## config.mk

```make
export PLATFORM = sky130hd
export DESIGN_NAME = sip_irq
export DESIGN_NICKNAME = d
export VERILOG_FILES = /design/src/hw/sip_pkg.sv /design/src/hw/sip_filter.sv /design/src/hw/sip_irq.sv
export SDC_FILE = /design/constraint.sdc
export NUM_CORES = 1
export LEC_CHECK = 0
export BUFFER_PORTS_ARGS = -buffer_cell sky130_fd_sc_hd__clkbuf_2
export CORE_MARGIN = 2
export CORE_UTILIZATION = 45
export CTS_CLUSTER_SIZE = 24
export DETAILED_ROUTE_END_ITERATION = 7
export PLACE_DENSITY = 0.65
export SYNTH_ARGS = -nofsm -noshare
export SYNTH_HDL_FRONTEND = slang
export SYNTH_HIERARCHICAL = 1
export SYNTH_SLANG_ARGS = --single-unit
```

## constraint.sdc

```tcl
create_clock -name mclk_i -period 2 [get_ports mclk_i]
set_input_delay 0.3 -clock mclk_i [delete_from_list [all_inputs] [get_ports mclk_i]]
set_output_delay 0.3 -clock mclk_i [all_outputs]
set_load 0.005 [all_outputs]
```

## src/hw/sip_pkg.sv

```systemverilog
// Constants for the interrupt pulse logic
package sip_pkg;
  localparam int unsigned CLK_HZ         = 40_000_000;
  localparam int unsigned PULSE_US       = 100;
  localparam int unsigned GAP_US         = 100;
  localparam int unsigned CFG_FILT_US    = 10;
  localparam int unsigned GPIO_FILT_US   = 16;
  localparam int unsigned PULSE_CYC      = PULSE_US * (CLK_HZ / 1_000_000);
  localparam int unsigned GAP_CYC        = GAP_US * (CLK_HZ / 1_000_000);
  localparam int unsigned CFG_FILT_CYC   = CFG_FILT_US * (CLK_HZ / 1_000_000);
  localparam int unsigned GPIO_FILT_CYC  = GPIO_FILT_US * (CLK_HZ / 1_000_000);
  localparam int unsigned CNT_W          = 13;
  localparam int unsigned WAKE_A_W       = 4;
  localparam int unsigned FAIL_W         = 8;
  localparam int unsigned WA_BUS         = 0;
  localparam int unsigned WA_HVPIN       = 1;
  localparam int unsigned WA_TIMER       = 2;
  localparam int unsigned WA_TIMEOUT     = 3;
  localparam logic [3:0]  WAKE_A_RST     = 4'h0;
  localparam logic [7:0]  FAIL_RST       = 8'h00;
  localparam logic [2:0]  MODE_INIT      = 3'h0;
  localparam logic [2:0]  MODE_NORMAL    = 3'h1;
  localparam logic [2:0]  MODE_STOP      = 3'h2;
  localparam logic [2:0]  MODE_SLEEP     = 3'h3;
  localparam logic [2:0]  MODE_RESTART   = 3'h4;
  localparam logic [2:0]  MODE_FAILSAFE  = 3'h5;
  typedef enum logic [2:0] {
    SIP_IDLE  = 3'b001,
    SIP_PULSE = 3'b010,
    SIP_GAP   = 3'b100
  } sip_state_t;
endpackage

```

## src/hw/sip_filter.sv

```systemverilog
// Static level filter: output follows input only after it stood stable
`timescale 1ns/1ps
`default_nettype none
module sip_filter #(
  parameter int unsigned CYC = 16
) (
  input  wire logic mclk_i,
  input  wire logic srst_i,
  input  wire logic din_i,
  output logic      dout_o
);
  logic        sy1_q;
  logic        sy2_q;
  logic [12:0] cnt_q;

  // Pin comes from outside the clock domain
  always_ff @(posedge mclk_i) begin
    if (srst_i) begin
      sy1_q <= 1'b0;
      sy2_q <= 1'b0;
    end else begin
      sy1_q <= din_i;
      sy2_q <= sy1_q;
    end
  end

  always_ff @(posedge mclk_i) begin
    if (srst_i) begin
      cnt_q  <= 13'h0000;
      dout_o <= 1'b0;
    end else if (sy2_q == dout_o) begin
      cnt_q <= 13'h0000;
    end else if (cnt_q == 13'(CYC - 1)) begin
      cnt_q  <= 13'h0000;
      dout_o <= sy2_q;
    end else begin
      cnt_q <= cnt_q + 13'h0001;
    end
  end
endmodule
`default_nettype wire

```

## src/hw/sip_irq.sv

```systemverilog
// Interrupt pulse generator with latched wake and failure status
//
// Contract
// - In Normal and Stop, an event drives the pin low for 100 us.
// - Pin stays high at least 100 us between pulses.
// - Pulses never change the operating mode.
// - Class 0 pulses only for latched wake events, register b if pin is wake.
// - A wake event interrupts only if its source is enabled.
// - Bus timeout is a wake source governed only by its own mask.
// - Wake sources: bus wake or timeout, wake pin, timer, general pin.
// - Class 1 adds latched failures; level, identity, selective wake never do.
// - Reset-causing failures, power-on and device state bits never interrupt.
// - No pulse in Restart, Fail-Safe or Sleep.
// - Entering Stop with uncleared wake bits issues a pulse.
// - Host-visible status copies update at each pulse falling edge.
// - Events stay latched until host clears them; level status is not latched.
// - In Init the pin is an input selecting hardware configuration.
// - Configuration level is filtered 10 us before acceptance.
// - Wake pin events always latch in wake status a.
// - General pin wake uses a 16 us filter and latches in wake status b.
`timescale 1ns/1ps
`default_nettype none
module sip_irq (
  input  wire logic       mclk_i,
  input  wire logic       srst_i,
  input  wire logic [2:0] mode_i,
  input  wire logic       irq_class_global_i,
  input  wire logic       bus_timeout_irq_mask_i,
  input  wire logic       bus_wake_ev_i,
  input  wire logic       bus_timeout_ev_i,
  input  wire logic       timer_wake_ev_i,
  input  wire logic       hv_wake_ev_i,
  input  wire logic       bus_wake_en_i,
  input  wire logic       hv_wake_en_i,
  input  wire logic       timer_wake_en_i,
  input  wire logic       gpio_is_wake_i,
  input  wire logic       gpio_pin_i,
  input  wire logic [7:0] fail_ev_i,
  input  wire logic [3:0] wake_a_clr_i,
  input  wire logic       wake_b_clr_i,
  input  wire logic [7:0] fail_clr_i,
  input  wire logic       irq_pin_i,
  output logic            irq_out_n_o,
  output logic            irq_out_oe_o,
  output logic [3:0]      wake_status_a_o,
  output logic            wake_status_b_o,
  output logic [7:0]      fail_status_o,
  output logic            wake_level_status_o,
  output logic            hw_config_o
);
  sip_pkg::sip_state_t st_q;
  logic [12:0] cnt_q;
  logic [3:0]  wake_a_q;
  logic        wake_b_q;
  logic [7:0]  fail_q;
  logic        pend_q;
  logic        gpio_filt;
  logic        gpio_prev_q;
  logic        cfg_filt;
  logic [2:0]  mode_prev_q;
  logic        irq_mode;
  logic [3:0]  wake_a_set;
  logic        wake_b_set;
  logic        trig;
  logic        stop_entry;

  // Fail inputs carry only status classes allowed to interrupt
  assign irq_mode   = (mode_i == sip_pkg::MODE_NORMAL) || (mode_i == sip_pkg::MODE_STOP);
  assign stop_entry = (mode_i == sip_pkg::MODE_STOP) && (mode_prev_q != sip_pkg::MODE_STOP);

  always_comb begin
    wake_a_set = 4'h0;
    wake_a_set[sip_pkg::WA_BUS]     = bus_wake_ev_i;
    wake_a_set[sip_pkg::WA_HVPIN]   = hv_wake_ev_i;
    wake_a_set[sip_pkg::WA_TIMER]   = timer_wake_ev_i;
    wake_a_set[sip_pkg::WA_TIMEOUT] = bus_timeout_ev_i;
  end
  assign wake_b_set = gpio_is_wake_i && (gpio_filt != gpio_prev_q);

  // Triggering events: class 0 wake only, class 1 adds failures
  assign trig = (bus_wake_ev_i && bus_wake_en_i)
              || (hv_wake_ev_i && hv_wake_en_i)
              || (timer_wake_ev_i && timer_wake_en_i)
              || wake_b_set
              || (bus_timeout_ev_i && !bus_timeout_irq_mask_i)
              || (irq_class_global_i && (|fail_ev_i))
              || (stop_entry && ((|wake_a_q) || wake_b_q));

  sip_filter #(.CYC(sip_pkg::GPIO_FILT_CYC)) u_gpio_filt (
    .mclk_i (mclk_i),
    .srst_i (srst_i),
    .din_i  (gpio_pin_i),
    .dout_o (gpio_filt)
  );

  sip_filter #(.CYC(sip_pkg::CFG_FILT_CYC)) u_cfg_filt (
    .mclk_i (mclk_i),
    .srst_i (srst_i),
    .din_i  (irq_pin_i),
    .dout_o (cfg_filt)
  );

  always_ff @(posedge mclk_i) begin
    if (srst_i) begin
      gpio_prev_q <= 1'b0;
      mode_prev_q <= sip_pkg::MODE_INIT;
    end else begin
      gpio_prev_q <= gpio_filt;
      mode_prev_q <= mode_i;
    end
  end

  // Set wins over clear so no event is lost
  always_ff @(posedge mclk_i) begin
    if (srst_i) begin
      wake_a_q <= sip_pkg::WAKE_A_RST;
      wake_b_q <= 1'b0;
      fail_q   <= sip_pkg::FAIL_RST;
    end else begin
      wake_a_q <= (wake_a_q & ~wake_a_clr_i) | wake_a_set;
      wake_b_q <= (wake_b_q & ~wake_b_clr_i) | wake_b_set;
      fail_q   <= (fail_q & ~fail_clr_i) | fail_ev_i;
    end
  end

  // Mode is only an input here, the pulse logic cannot alter it
  always_ff @(posedge mclk_i) begin
    if (srst_i) begin
      st_q   <= sip_pkg::SIP_IDLE;
      cnt_q  <= 13'h0000;
      pend_q <= 1'b0;
    end else begin
      case (st_q)
        sip_pkg::SIP_IDLE: begin
          if (irq_mode && (trig || pend_q)) begin
            st_q   <= sip_pkg::SIP_PULSE;
            cnt_q  <= 13'h0000;
            pend_q <= 1'b0;
          end else if (!irq_mode) begin
            pend_q <= 1'b0;
          end
        end
        sip_pkg::SIP_PULSE: begin
          if (trig) pend_q <= 1'b1;
          if (cnt_q == 13'(sip_pkg::PULSE_CYC - 1)) begin
            st_q  <= sip_pkg::SIP_GAP;
            cnt_q <= 13'h0000;
          end else begin
            cnt_q <= cnt_q + 13'h0001;
          end
        end
        sip_pkg::SIP_GAP: begin
          if (trig) pend_q <= 1'b1;
          if (cnt_q == 13'(sip_pkg::GAP_CYC - 1)) begin
            st_q  <= sip_pkg::SIP_IDLE;
            cnt_q <= 13'h0000;
          end else begin
            cnt_q <= cnt_q + 13'h0001;
          end
        end
        default: begin
          st_q  <= sip_pkg::SIP_IDLE;
          cnt_q <= 13'h0000;
        end
      endcase
    end
  end

  // Pin released in Init so the strap level can be sensed
  always_ff @(posedge mclk_i) begin
    if (srst_i) begin
      irq_out_n_o  <= 1'b1;
      irq_out_oe_o <= 1'b0;
    end else begin
      irq_out_n_o  <= !(st_q == sip_pkg::SIP_IDLE && irq_mode && (trig || pend_q))
                      && !(st_q == sip_pkg::SIP_PULSE && cnt_q != 13'(sip_pkg::PULSE_CYC - 1));
      irq_out_oe_o <= (mode_i != sip_pkg::MODE_INIT);
    end
  end

  // Host copies refresh on the pulse falling edge; clears act at once
  always_ff @(posedge mclk_i) begin
    if (srst_i) begin
      wake_status_a_o <= sip_pkg::WAKE_A_RST;
      wake_status_b_o <= 1'b0;
      fail_status_o   <= sip_pkg::FAIL_RST;
    end else if (st_q == sip_pkg::SIP_IDLE && irq_mode && (trig || pend_q)) begin
      wake_status_a_o <= (wake_a_q & ~wake_a_clr_i) | wake_a_set;
      wake_status_b_o <= (wake_b_q & ~wake_b_clr_i) | wake_b_set;
      fail_status_o   <= (fail_q & ~fail_clr_i) | fail_ev_i;
    end else begin
      wake_status_a_o <= wake_status_a_o & ~wake_a_clr_i;
      wake_status_b_o <= wake_status_b_o & ~wake_b_clr_i;
      fail_status_o   <= fail_status_o & ~fail_clr_i;
    end
  end

  // Level status is live, never latched
  always_ff @(posedge mclk_i) begin
    if (srst_i) begin
      wake_level_status_o <= 1'b0;
      hw_config_o         <= 1'b0;
    end else begin
      wake_level_status_o <= gpio_filt;
      if (mode_i == sip_pkg::MODE_INIT) hw_config_o <= cfg_filt;
    end
  end

  logic [12:0] low_cnt_q;
  always_ff @(posedge mclk_i) begin
    if (srst_i) low_cnt_q <= 13'h0000;
    else if (!irq_out_n_o) low_cnt_q <= low_cnt_q + 13'h0001;
    else low_cnt_q <= 13'h0000;
  end

  pulse_width_a: assert property (@(posedge mclk_i) disable iff (srst_i)
    $rose(irq_out_n_o) |-> $past(low_cnt_q) == 13'(sip_pkg::PULSE_CYC - 1))
    else $error("Pulse width wrong");
  // Saturates at the gap, so the first pulse after reset counts as spaced
  logic [12:0] high_cnt_q;
  always_ff @(posedge mclk_i) begin
    if (srst_i) high_cnt_q <= 13'(sip_pkg::GAP_CYC);
    else if (!irq_out_n_o) high_cnt_q <= 13'h0000;
    else if (high_cnt_q != 13'(sip_pkg::GAP_CYC)) high_cnt_q <= high_cnt_q + 13'h0001;
  end

  min_gap_a: assert property (@(posedge mclk_i) disable iff (srst_i)
    $fell(irq_out_n_o) |-> $past(high_cnt_q) == 13'(sip_pkg::GAP_CYC))
    else $error("Gap too short");
  quiet_mode_a: assert property (@(posedge mclk_i) disable iff (srst_i)
    (st_q == sip_pkg::SIP_IDLE && !irq_mode) |=> irq_out_n_o)
    else $error("Pulse in quiet mode");
  stop_entry_a: assert property (@(posedge mclk_i) disable iff (srst_i)
    (stop_entry && (|wake_a_q) && st_q == sip_pkg::SIP_IDLE) |=> !irq_out_n_o)
    else $error("No pulse on stop entry");
  timeout_mask_a: assert property (@(posedge mclk_i) disable iff (srst_i)
    (st_q == sip_pkg::SIP_IDLE && !pend_q && irq_mode && bus_timeout_irq_mask_i
     && !irq_class_global_i && !(|wake_a_set[2:0]) && !wake_b_set && !stop_entry)
    |=> irq_out_n_o)
    else $error("Masked timeout pulsed");
  latch_hold_a: assert property (@(posedge mclk_i) disable iff (srst_i)
    (wake_a_q[sip_pkg::WA_HVPIN] && !wake_a_clr_i[sip_pkg::WA_HVPIN])
    |=> wake_a_q[sip_pkg::WA_HVPIN])
    else $error("Wake flag lost");
  hv_latch_a: assert property (@(posedge mclk_i) disable iff (srst_i)
    hv_wake_ev_i |=> wake_a_q[sip_pkg::WA_HVPIN])
    else $error("Wake pin event not latched");
  pending_a: assert property (@(posedge mclk_i) disable iff (srst_i)
    (st_q == sip_pkg::SIP_GAP && pend_q && irq_mode && cnt_q == 13'(sip_pkg::GAP_CYC - 1))
    |=> ##1 !irq_out_n_o)
    else $error("Pending event dropped");
  status_copy_a: assert property (@(posedge mclk_i) disable iff (srst_i)
    $fell(irq_out_n_o) |-> wake_status_a_o == $past(wake_a_q & ~wake_a_clr_i | wake_a_set))
    else $error("Status copy not updated");
  init_drive_a: assert property (@(posedge mclk_i) disable iff (srst_i)
    (mode_i == sip_pkg::MODE_INIT) |=> !irq_out_oe_o)
    else $error("Pin driven in init");

  pulse_c: cover property (@(posedge mclk_i) disable iff (srst_i) $fell(irq_out_n_o));
  pend_c: cover property (@(posedge mclk_i) disable iff (srst_i) st_q == sip_pkg::SIP_GAP && pend_q);
  stop_c: cover property (@(posedge mclk_i) disable iff (srst_i) stop_entry && (|wake_a_q));
endmodule
`default_nettype wire

```

* Word level (Yosys, flattened, before mapping) *
Index checks and enable logic that the tools add are counted.

storage, ports and cells
  flip-flop bits (word level) = 82
  input bits = 38
  output and inout port bits = 17
  logic and storage cells = 108

cells by class
  add/subtract/negate cells = 3
  equal/unequal tests = 18
  multiplexer cells = 14
  bitwise logic cells = 14
  reduce and logical (&&, ||, !) cells = 37

operators by type and width
  cell                     count
  $add A13 B1 Y13 const B  3
  $mux W13                 2
  $pmux W13 S2             1
  $and A8 B8 Y8            2
  $eq A13 B10 Y1 const B   1
  $eq A13 B12 Y1 const B   1
  $eq A13 B9 Y1 const B    1
  $logic_and A1 B1 Y1      13
  $ne A13 B12 Y1 const B   1
  $logic_or A1 B1 Y1       9
  $mux W3                  3
  $pmux W3 S3              1
  $and A4 B4 Y4            2
  $mux W8                  1
  $not A8 Y8               1
  $or A8 B8 Y8             1
  $reduce_or A8 Y1         1
  $eq A3 B1 Y1 const B     2
  $eq A3 B2 Y1 const B     2
  $ne A2 B2 Y1 const B     3
  $reduce_and A3 Y1        2
  $reduce_or A3 Y1         2
  $mux W1                  4
  $mux W4                  1
  other kinds (19)         26

* Longest topological paths before layout *
  depth after elaboration = 11
  depth in mapped cells = 7
  mapped depth without buffers = 6

* By module *
Netlist, hierarchy kept.

modules (own cells, without submodules)
  module                     instances  cells each  area each (um^2)  sequential area each (um^2)
  sip_irq                    1          271         2,311.0           1,001.0
  sip_filter at u_gpio_filt  1          78          758.2             320.3
  sip_filter at u_cfg_filt   1          70          684.4             320.3

* Worst setup path before layout *
No wires, ideal clock.

  path type = register to register
  from = register cnt_q[0] (netlist name)
  to = register cnt_q[2] (netlist name)
  setup time = 0.137 ns
  data arrival time = 1.702 ns
  required time = 1.863 ns
  slack = 0.161 ns
  stages on the path, launching flop included = 8
  path buffers = 1
  clock period less this slack = 1.839 ns
  cell sequence = dfxtp_1 > ha_1 > nand3_1 > nor4_2 > nor2_1 > clkbuf_1 > a21oi_1 > a311oi_1

* Worst setup path after layout *
  from = register wake_a_q[0]
  to = register fail_status_o[3]

on the way
  longest elaborated chain between the ends = 7

RTL lines
  item                    line            text
  start, declared         sip_irq.sv:53   logic [3:0] wake_a_q;
  start signal, assigned  sip_irq.sv:116  wake_a_q <= sip_pkg::WAKE_A_RST;
  start signal, assigned  sip_irq.sv:120  wake_a_q <= (wake_a_q & ~wake_a_clr_i) | wake_a_set;
  $reduce_or A4 Y1        sip_irq.sv:87   || (stop_entry && ((|wake_a_q) || wake_b_q));
  $logic_or A1 B1 Y1      sip_irq.sv:87
  $logic_and A1 B1 Y1     sip_irq.sv:87
  $logic_or A1 B1 Y1      sip_irq.sv:87
  $logic_or A1 B1 Y1      sip_irq.sv:187  end else if (st_q == sip_pkg::SIP_IDLE && irq_mode && (trig || pend_q)) begin
  $logic_and A1 B1 Y1     sip_irq.sv:187
  $mux W8                 sip_irq.sv:187
  end signal, assigned    sip_irq.sv:186  fail_status_o <= sip_pkg::FAIL_RST;
  end signal, assigned    sip_irq.sv:190  fail_status_o <= (fail_q & ~fail_clr_i) | fail_ev_i;
  end signal, assigned    sip_irq.sv:194  fail_status_o <= fail_status_o & ~fail_clr_i;
  end, declared           sip_irq.sv:47   output logic [7:0] fail_status_o,

Every way passes these cells.
A chain may end at the register's enable or synchronous reset.

==> results.md <==
- After synthesis the netlist holds a flip-flop and latch count of between 80 and 90.
- The detailed-route via count is 3,201.
- Counting distinct cell types in the post-synthesis netlist gives 57.
- Measured along the y axis, the die boundary spans 95.3 µm.
- The area overhead of the layout relative to synthesis is 18.3%.
- For hold timing, the worst endpoint is u_gpio_filt/sy1_q.
- The number of gates resized after CTS was 0.
- In this run the number of H-tree levels came out at 3.
- The initial cell density of the core is 0.461.
- The placeable core area is 0.00813 mm².
- Using the TritonRoute via totals, the vias-per-cell ratio works out to 5.38.
- The initialized floorplan defines 33 standard-cell rows.
- The area of the multi-input gates is 0.00200 mm².
- The fraction of final layout cells with drive strength greater than 1 is 0.233.
- The routed design uses 3770 µm of met2 wire.
- In this run the critical register-to-register path is captured at fail_status_o[3].
- After synthesis, the share of cell area in mux cells is 0.0200.
- The number of global-route vias before repair is 2,962.
- STA classifies the critical path startpoint as a register.
- The worst hold margin is 147 ps.
- The number of cells produced by synthesis is between 400 and 500.
- For this design, the CTS-stage hold fixing added 0 buffers.
- Along the worst hold path, the cell count comes to 2.
- The final setup skew is 17.0 ps.
- During I/O placement, the number of pins put on the boundary was 55.
- The portion of the clock cycle consumed by the worst path in the final layout is 0.936.
- Entering global routing, the biggest net connects 52 pins.
- Buffers placed on the I/O ports in this run total 54.
- The power after layout is between 3 and 4 mW.
- The filler cell count in the final layout is between 700 and 800.
- The standby leakage power is 1.59 nW.
- Dividing total power by cell area gives a power density of 735 mW/mm².
- The critical path is of the reg -> reg type.
- The first TritonRoute pass finished after 4 iterations.
- The clock period minus worst slack is 1870 ps.
- The number of placed instances with taps included is 579.
- The worst register-to-register path has a setup slack of between 100 and 150 ps.
- The maximum clock path buffer count is 2.
- The filler-free cell count of the finished design is 595.
- The fraction of the mapped netlist area in simple logic gates is 0.310.
- Routability-driven placement finished with a final weighted congestion of slightly below 0.9.
- The final core utilization is 0.546.
- For the pin with the worst max-slew slack, the measured transition is 571 ps.
- The remaining antenna violation count after routing is 0.
- The area fraction in compound gates after synthesis is 0.148.
- The clock root buffer is sky130_fd_sc_hd__clkbuf_8.
- The xor and xnor fraction of the mapped netlist area is 0.0420.
- For this run, the leading register cell type out of synthesis is sky130_fd_sc_hd__dfxtp_1.
- By area, the combinational part of the netlist is dominated by simple AND/OR/NAND/NOR gates.
- The instance area after placement is 0.00422 mm².
- By area the synthesized netlist is led by sky130_fd_sc_hd__dfxtp_1 44%, sky130_fd_sc_hd__nor2b_1 4.8%, sky130_fd_sc_hd__nor2_1 4.6%.
- TritonCTS built the clock tree.
- Of the total synthesized cell area, the portion taken by full adders, half adders and majority gates is 0.0100.
- The hold path startpoint is gpio_pin_i.
- The post-route worst setup slack is ~130 ps.
- The clock latency of the later-clocked register in the worst-skew pair is 360 ps.
- The leftover overflow at the end of global routing is 0.
- The worst reg-to-reg path cell count is 6.
- The final layout contains 526 nets.
- Counting flops with an async set or reset pin after synthesis yields a share of 0.
- The routed design has 8110 µm of wire.
- The wire length per cell is 13.6 µm.
- The worst setup slack after placement is -92.2 ps.
- The total setup buffers inserted after CTS is 0.
- The maximum vdd drop is 443 µV.
- The share of the Yosys chip area taken by registers is 0.437.
- In the detailed route, the total length drawn on met3 is 287 µm.
- The source of the worst register-to-register timing path is wake_a_q[0].
- The largest area contributor in the netlist is sky130_fd_sc_hd__dfxtp_1.
- The clock net in this run drives a total of 82 sinks.
- The finished cells cover 0.00444 mm².
- The sum of negative setup slack is 0 ps.
- STA classifies the critical path endpoint as a register.
- Averaged over all synthesized cells, the footprint is ~9 µm².
- The share of synthesized area in the top cell type comes to 0.437.
- The wire length of the first global-routing pass is 13,600 µm.
- The area of the die is 0.00909 mm².
- After detailed routing, the wire length on met1 is slightly below 4000 µm.
- The synthesized netlist occupies a cell area of 0.00375 mm².
- Clock tree synthesis inserted a total of 9 buffers.
- After detailed routing, no signal wire sits above met4.
- The final-report max-slew violation count is 0.
- Across the whole layout, storage elements account for 0.00164 mm².
- For this run, the total global-route usage over all layers was measured as 0.188.
- The run finished with clean final reports.
- In this run the worst hold path is classified as in -> reg.
- The clock transition time at the flip-flop clock pins of the worst setup and hold paths is 100 ps.
- The initial antenna violation count is 0.
- The maximum fanout along the worst path is 7.
- Summed over all nets, the half-perimeter wirelength after detailed placement is 5790 µm.
- The count of synthesis-stage warnings from yosys is 6.
- The net count of the mapped netlist is 460.
- The synthesized design contains 0 enable-type register cells.
- The initial detailed-routing violation count is 180.
- The DRC violations left is 0.
- The setup violation total in the final timing report is 0.
- The critical path required time is 2280 ps.
- From left edge to right edge, the die measures ~95 µm.
- The fmax is approximately 0.53 GHz.
- Setup repair after global routing could not meet its margin everywhere.
- The count of final hold-check violations is 0.
- Across the run, the number of max-cap violations was 0.
- The repair_antennas step left the layout with diodes totalling 0.
- Headroom to the max-slew limit came out at 0.619.
- The arrival time reported for the critical path endpoint is 2150 ps.
-- final cells by class --
cell class                      instances  area share
Tap cell                              105      0.0296
Sequential cell                        82       0.370
Multi-Input combinational cell        312       0.451
Timing Repair Buffer                   74      0.0975
Inverter                                6     0.00507
Clock inverter                          6      0.0163
Clock buffer                           10      0.0310
-- metal layers --
layer  GRT usage  vias to the layer above
met4      0.0495                        0
met2       0.305                       50
met5           0                        -
met3      0.0506                        7
met1       0.247                     1499
li1            -                     1645
-- cells in the mapped netlist, drive strengths merged (3+ instances only) --
cell    instances
a211oi          8
a21oi          13
a311oi          8
a31oi          14
and3            4
and4            3
buf             8
clkbuf         11
dfxtp          82
ha              3
inv             6
mux2            4
mux2i           3
nand2          22
nand2b          8
nand3          33
nand4          10
nor2           47
nor2b          29
nor3           12
nor3b           7
nor4            4
o211ai          5
o21ai          21
o31ai           3
or3            10
or4             7
xnor2           8
xor2           10
-- where the power goes --
part	switching, mW	internal [mW]	total, mW
registers	0.0231	1.68	1.70
logic	0.173	0.136	0.309
clock network	0.633	0.624	1.26
-- worst max-delay path, stage by stage (launching register included) --
cell	delay, ps
sky130_fd_sc_hd__dfxtp_1	320
sky130_fd_sc_hd__or4_1	530
sky130_fd_sc_hd__o211ai_2	210
sky130_fd_sc_hd__and4_4	300
sky130_fd_sc_hd__buf_4	160
sky130_fd_sc_hd__o21ai_0	90
sky130_fd_sc_hd__a31oi_1	200
-- layout by cell type (no fill, tap or decap), types with 8 or more instances in the layout --
cell type | netlist | final
sky130_fd_sc_hd__nand3_1 | 30 | 30
sky130_fd_sc_hd__or3_1 | 10 | 10
sky130_fd_sc_hd__nand2b_1 | 8 | 8
sky130_fd_sc_hd__a31oi_1 | 14 | 14
sky130_fd_sc_hd__xnor2_1 | 8 | 8
sky130_fd_sc_hd__dfxtp_1 | 82 | 82
sky130_fd_sc_hd__clkbuf_2 | 0 | 54
sky130_fd_sc_hd__o21ai_0 | 13 | 13
sky130_fd_sc_hd__buf_4 | 3 | 19
sky130_fd_sc_hd__nand4_1 | 9 | 9
sky130_fd_sc_hd__nor3_1 | 12 | 12
sky130_fd_sc_hd__nor2b_1 | 29 | 29
sky130_fd_sc_hd__clkbuf_8 | 0 | 10
sky130_fd_sc_hd__nor2_1 | 46 | 45
sky130_fd_sc_hd__nand2_1 | 22 | 22
sky130_fd_sc_hd__a21oi_1 | 13 | 13
sky130_fd_sc_hd__xor2_1 | 10 | 10
-- flip-flops by register name, indices dropped and copies added, names as in the netlist, 3 cells and up --
name and cells:
st_q 3, fail_status_o 8, u_cfg_filt/cnt_q 13, wake_status_a_o 4
mode_prev_q 3, fail_q 8, u_gpio_filt/cnt_q 13, wake_a_q 4
cnt_q 13
-- worst max path at each step --
stage / from / to / depth (start not counted)
global placement: fail_ev_i[4] / fail_status_o[4] / 7
CTS: wake_a_q[0] / fail_status_o[3] / 6
finish: wake_a_q[0] / fail_status_o[3] / 6
global route: cnt_q[0] / st_q[2] / 6
floorplan: cnt_q[0] / cnt_q[2] / 7
detailed placement: fail_ev_i[4] / cnt_q[2] / 6
-- kinds of logic after synthesis --
kind of cell / after synthesis
and+or+nand+nor: 205
DFF: 82
AOI/OAI and AO/OA: 79
buffers and inverters: 25
xor gates and xnor gates: 18
muxes: 7
adders and majority gates: 3
No activity file was read; power rests on OpenSTA's default activity.
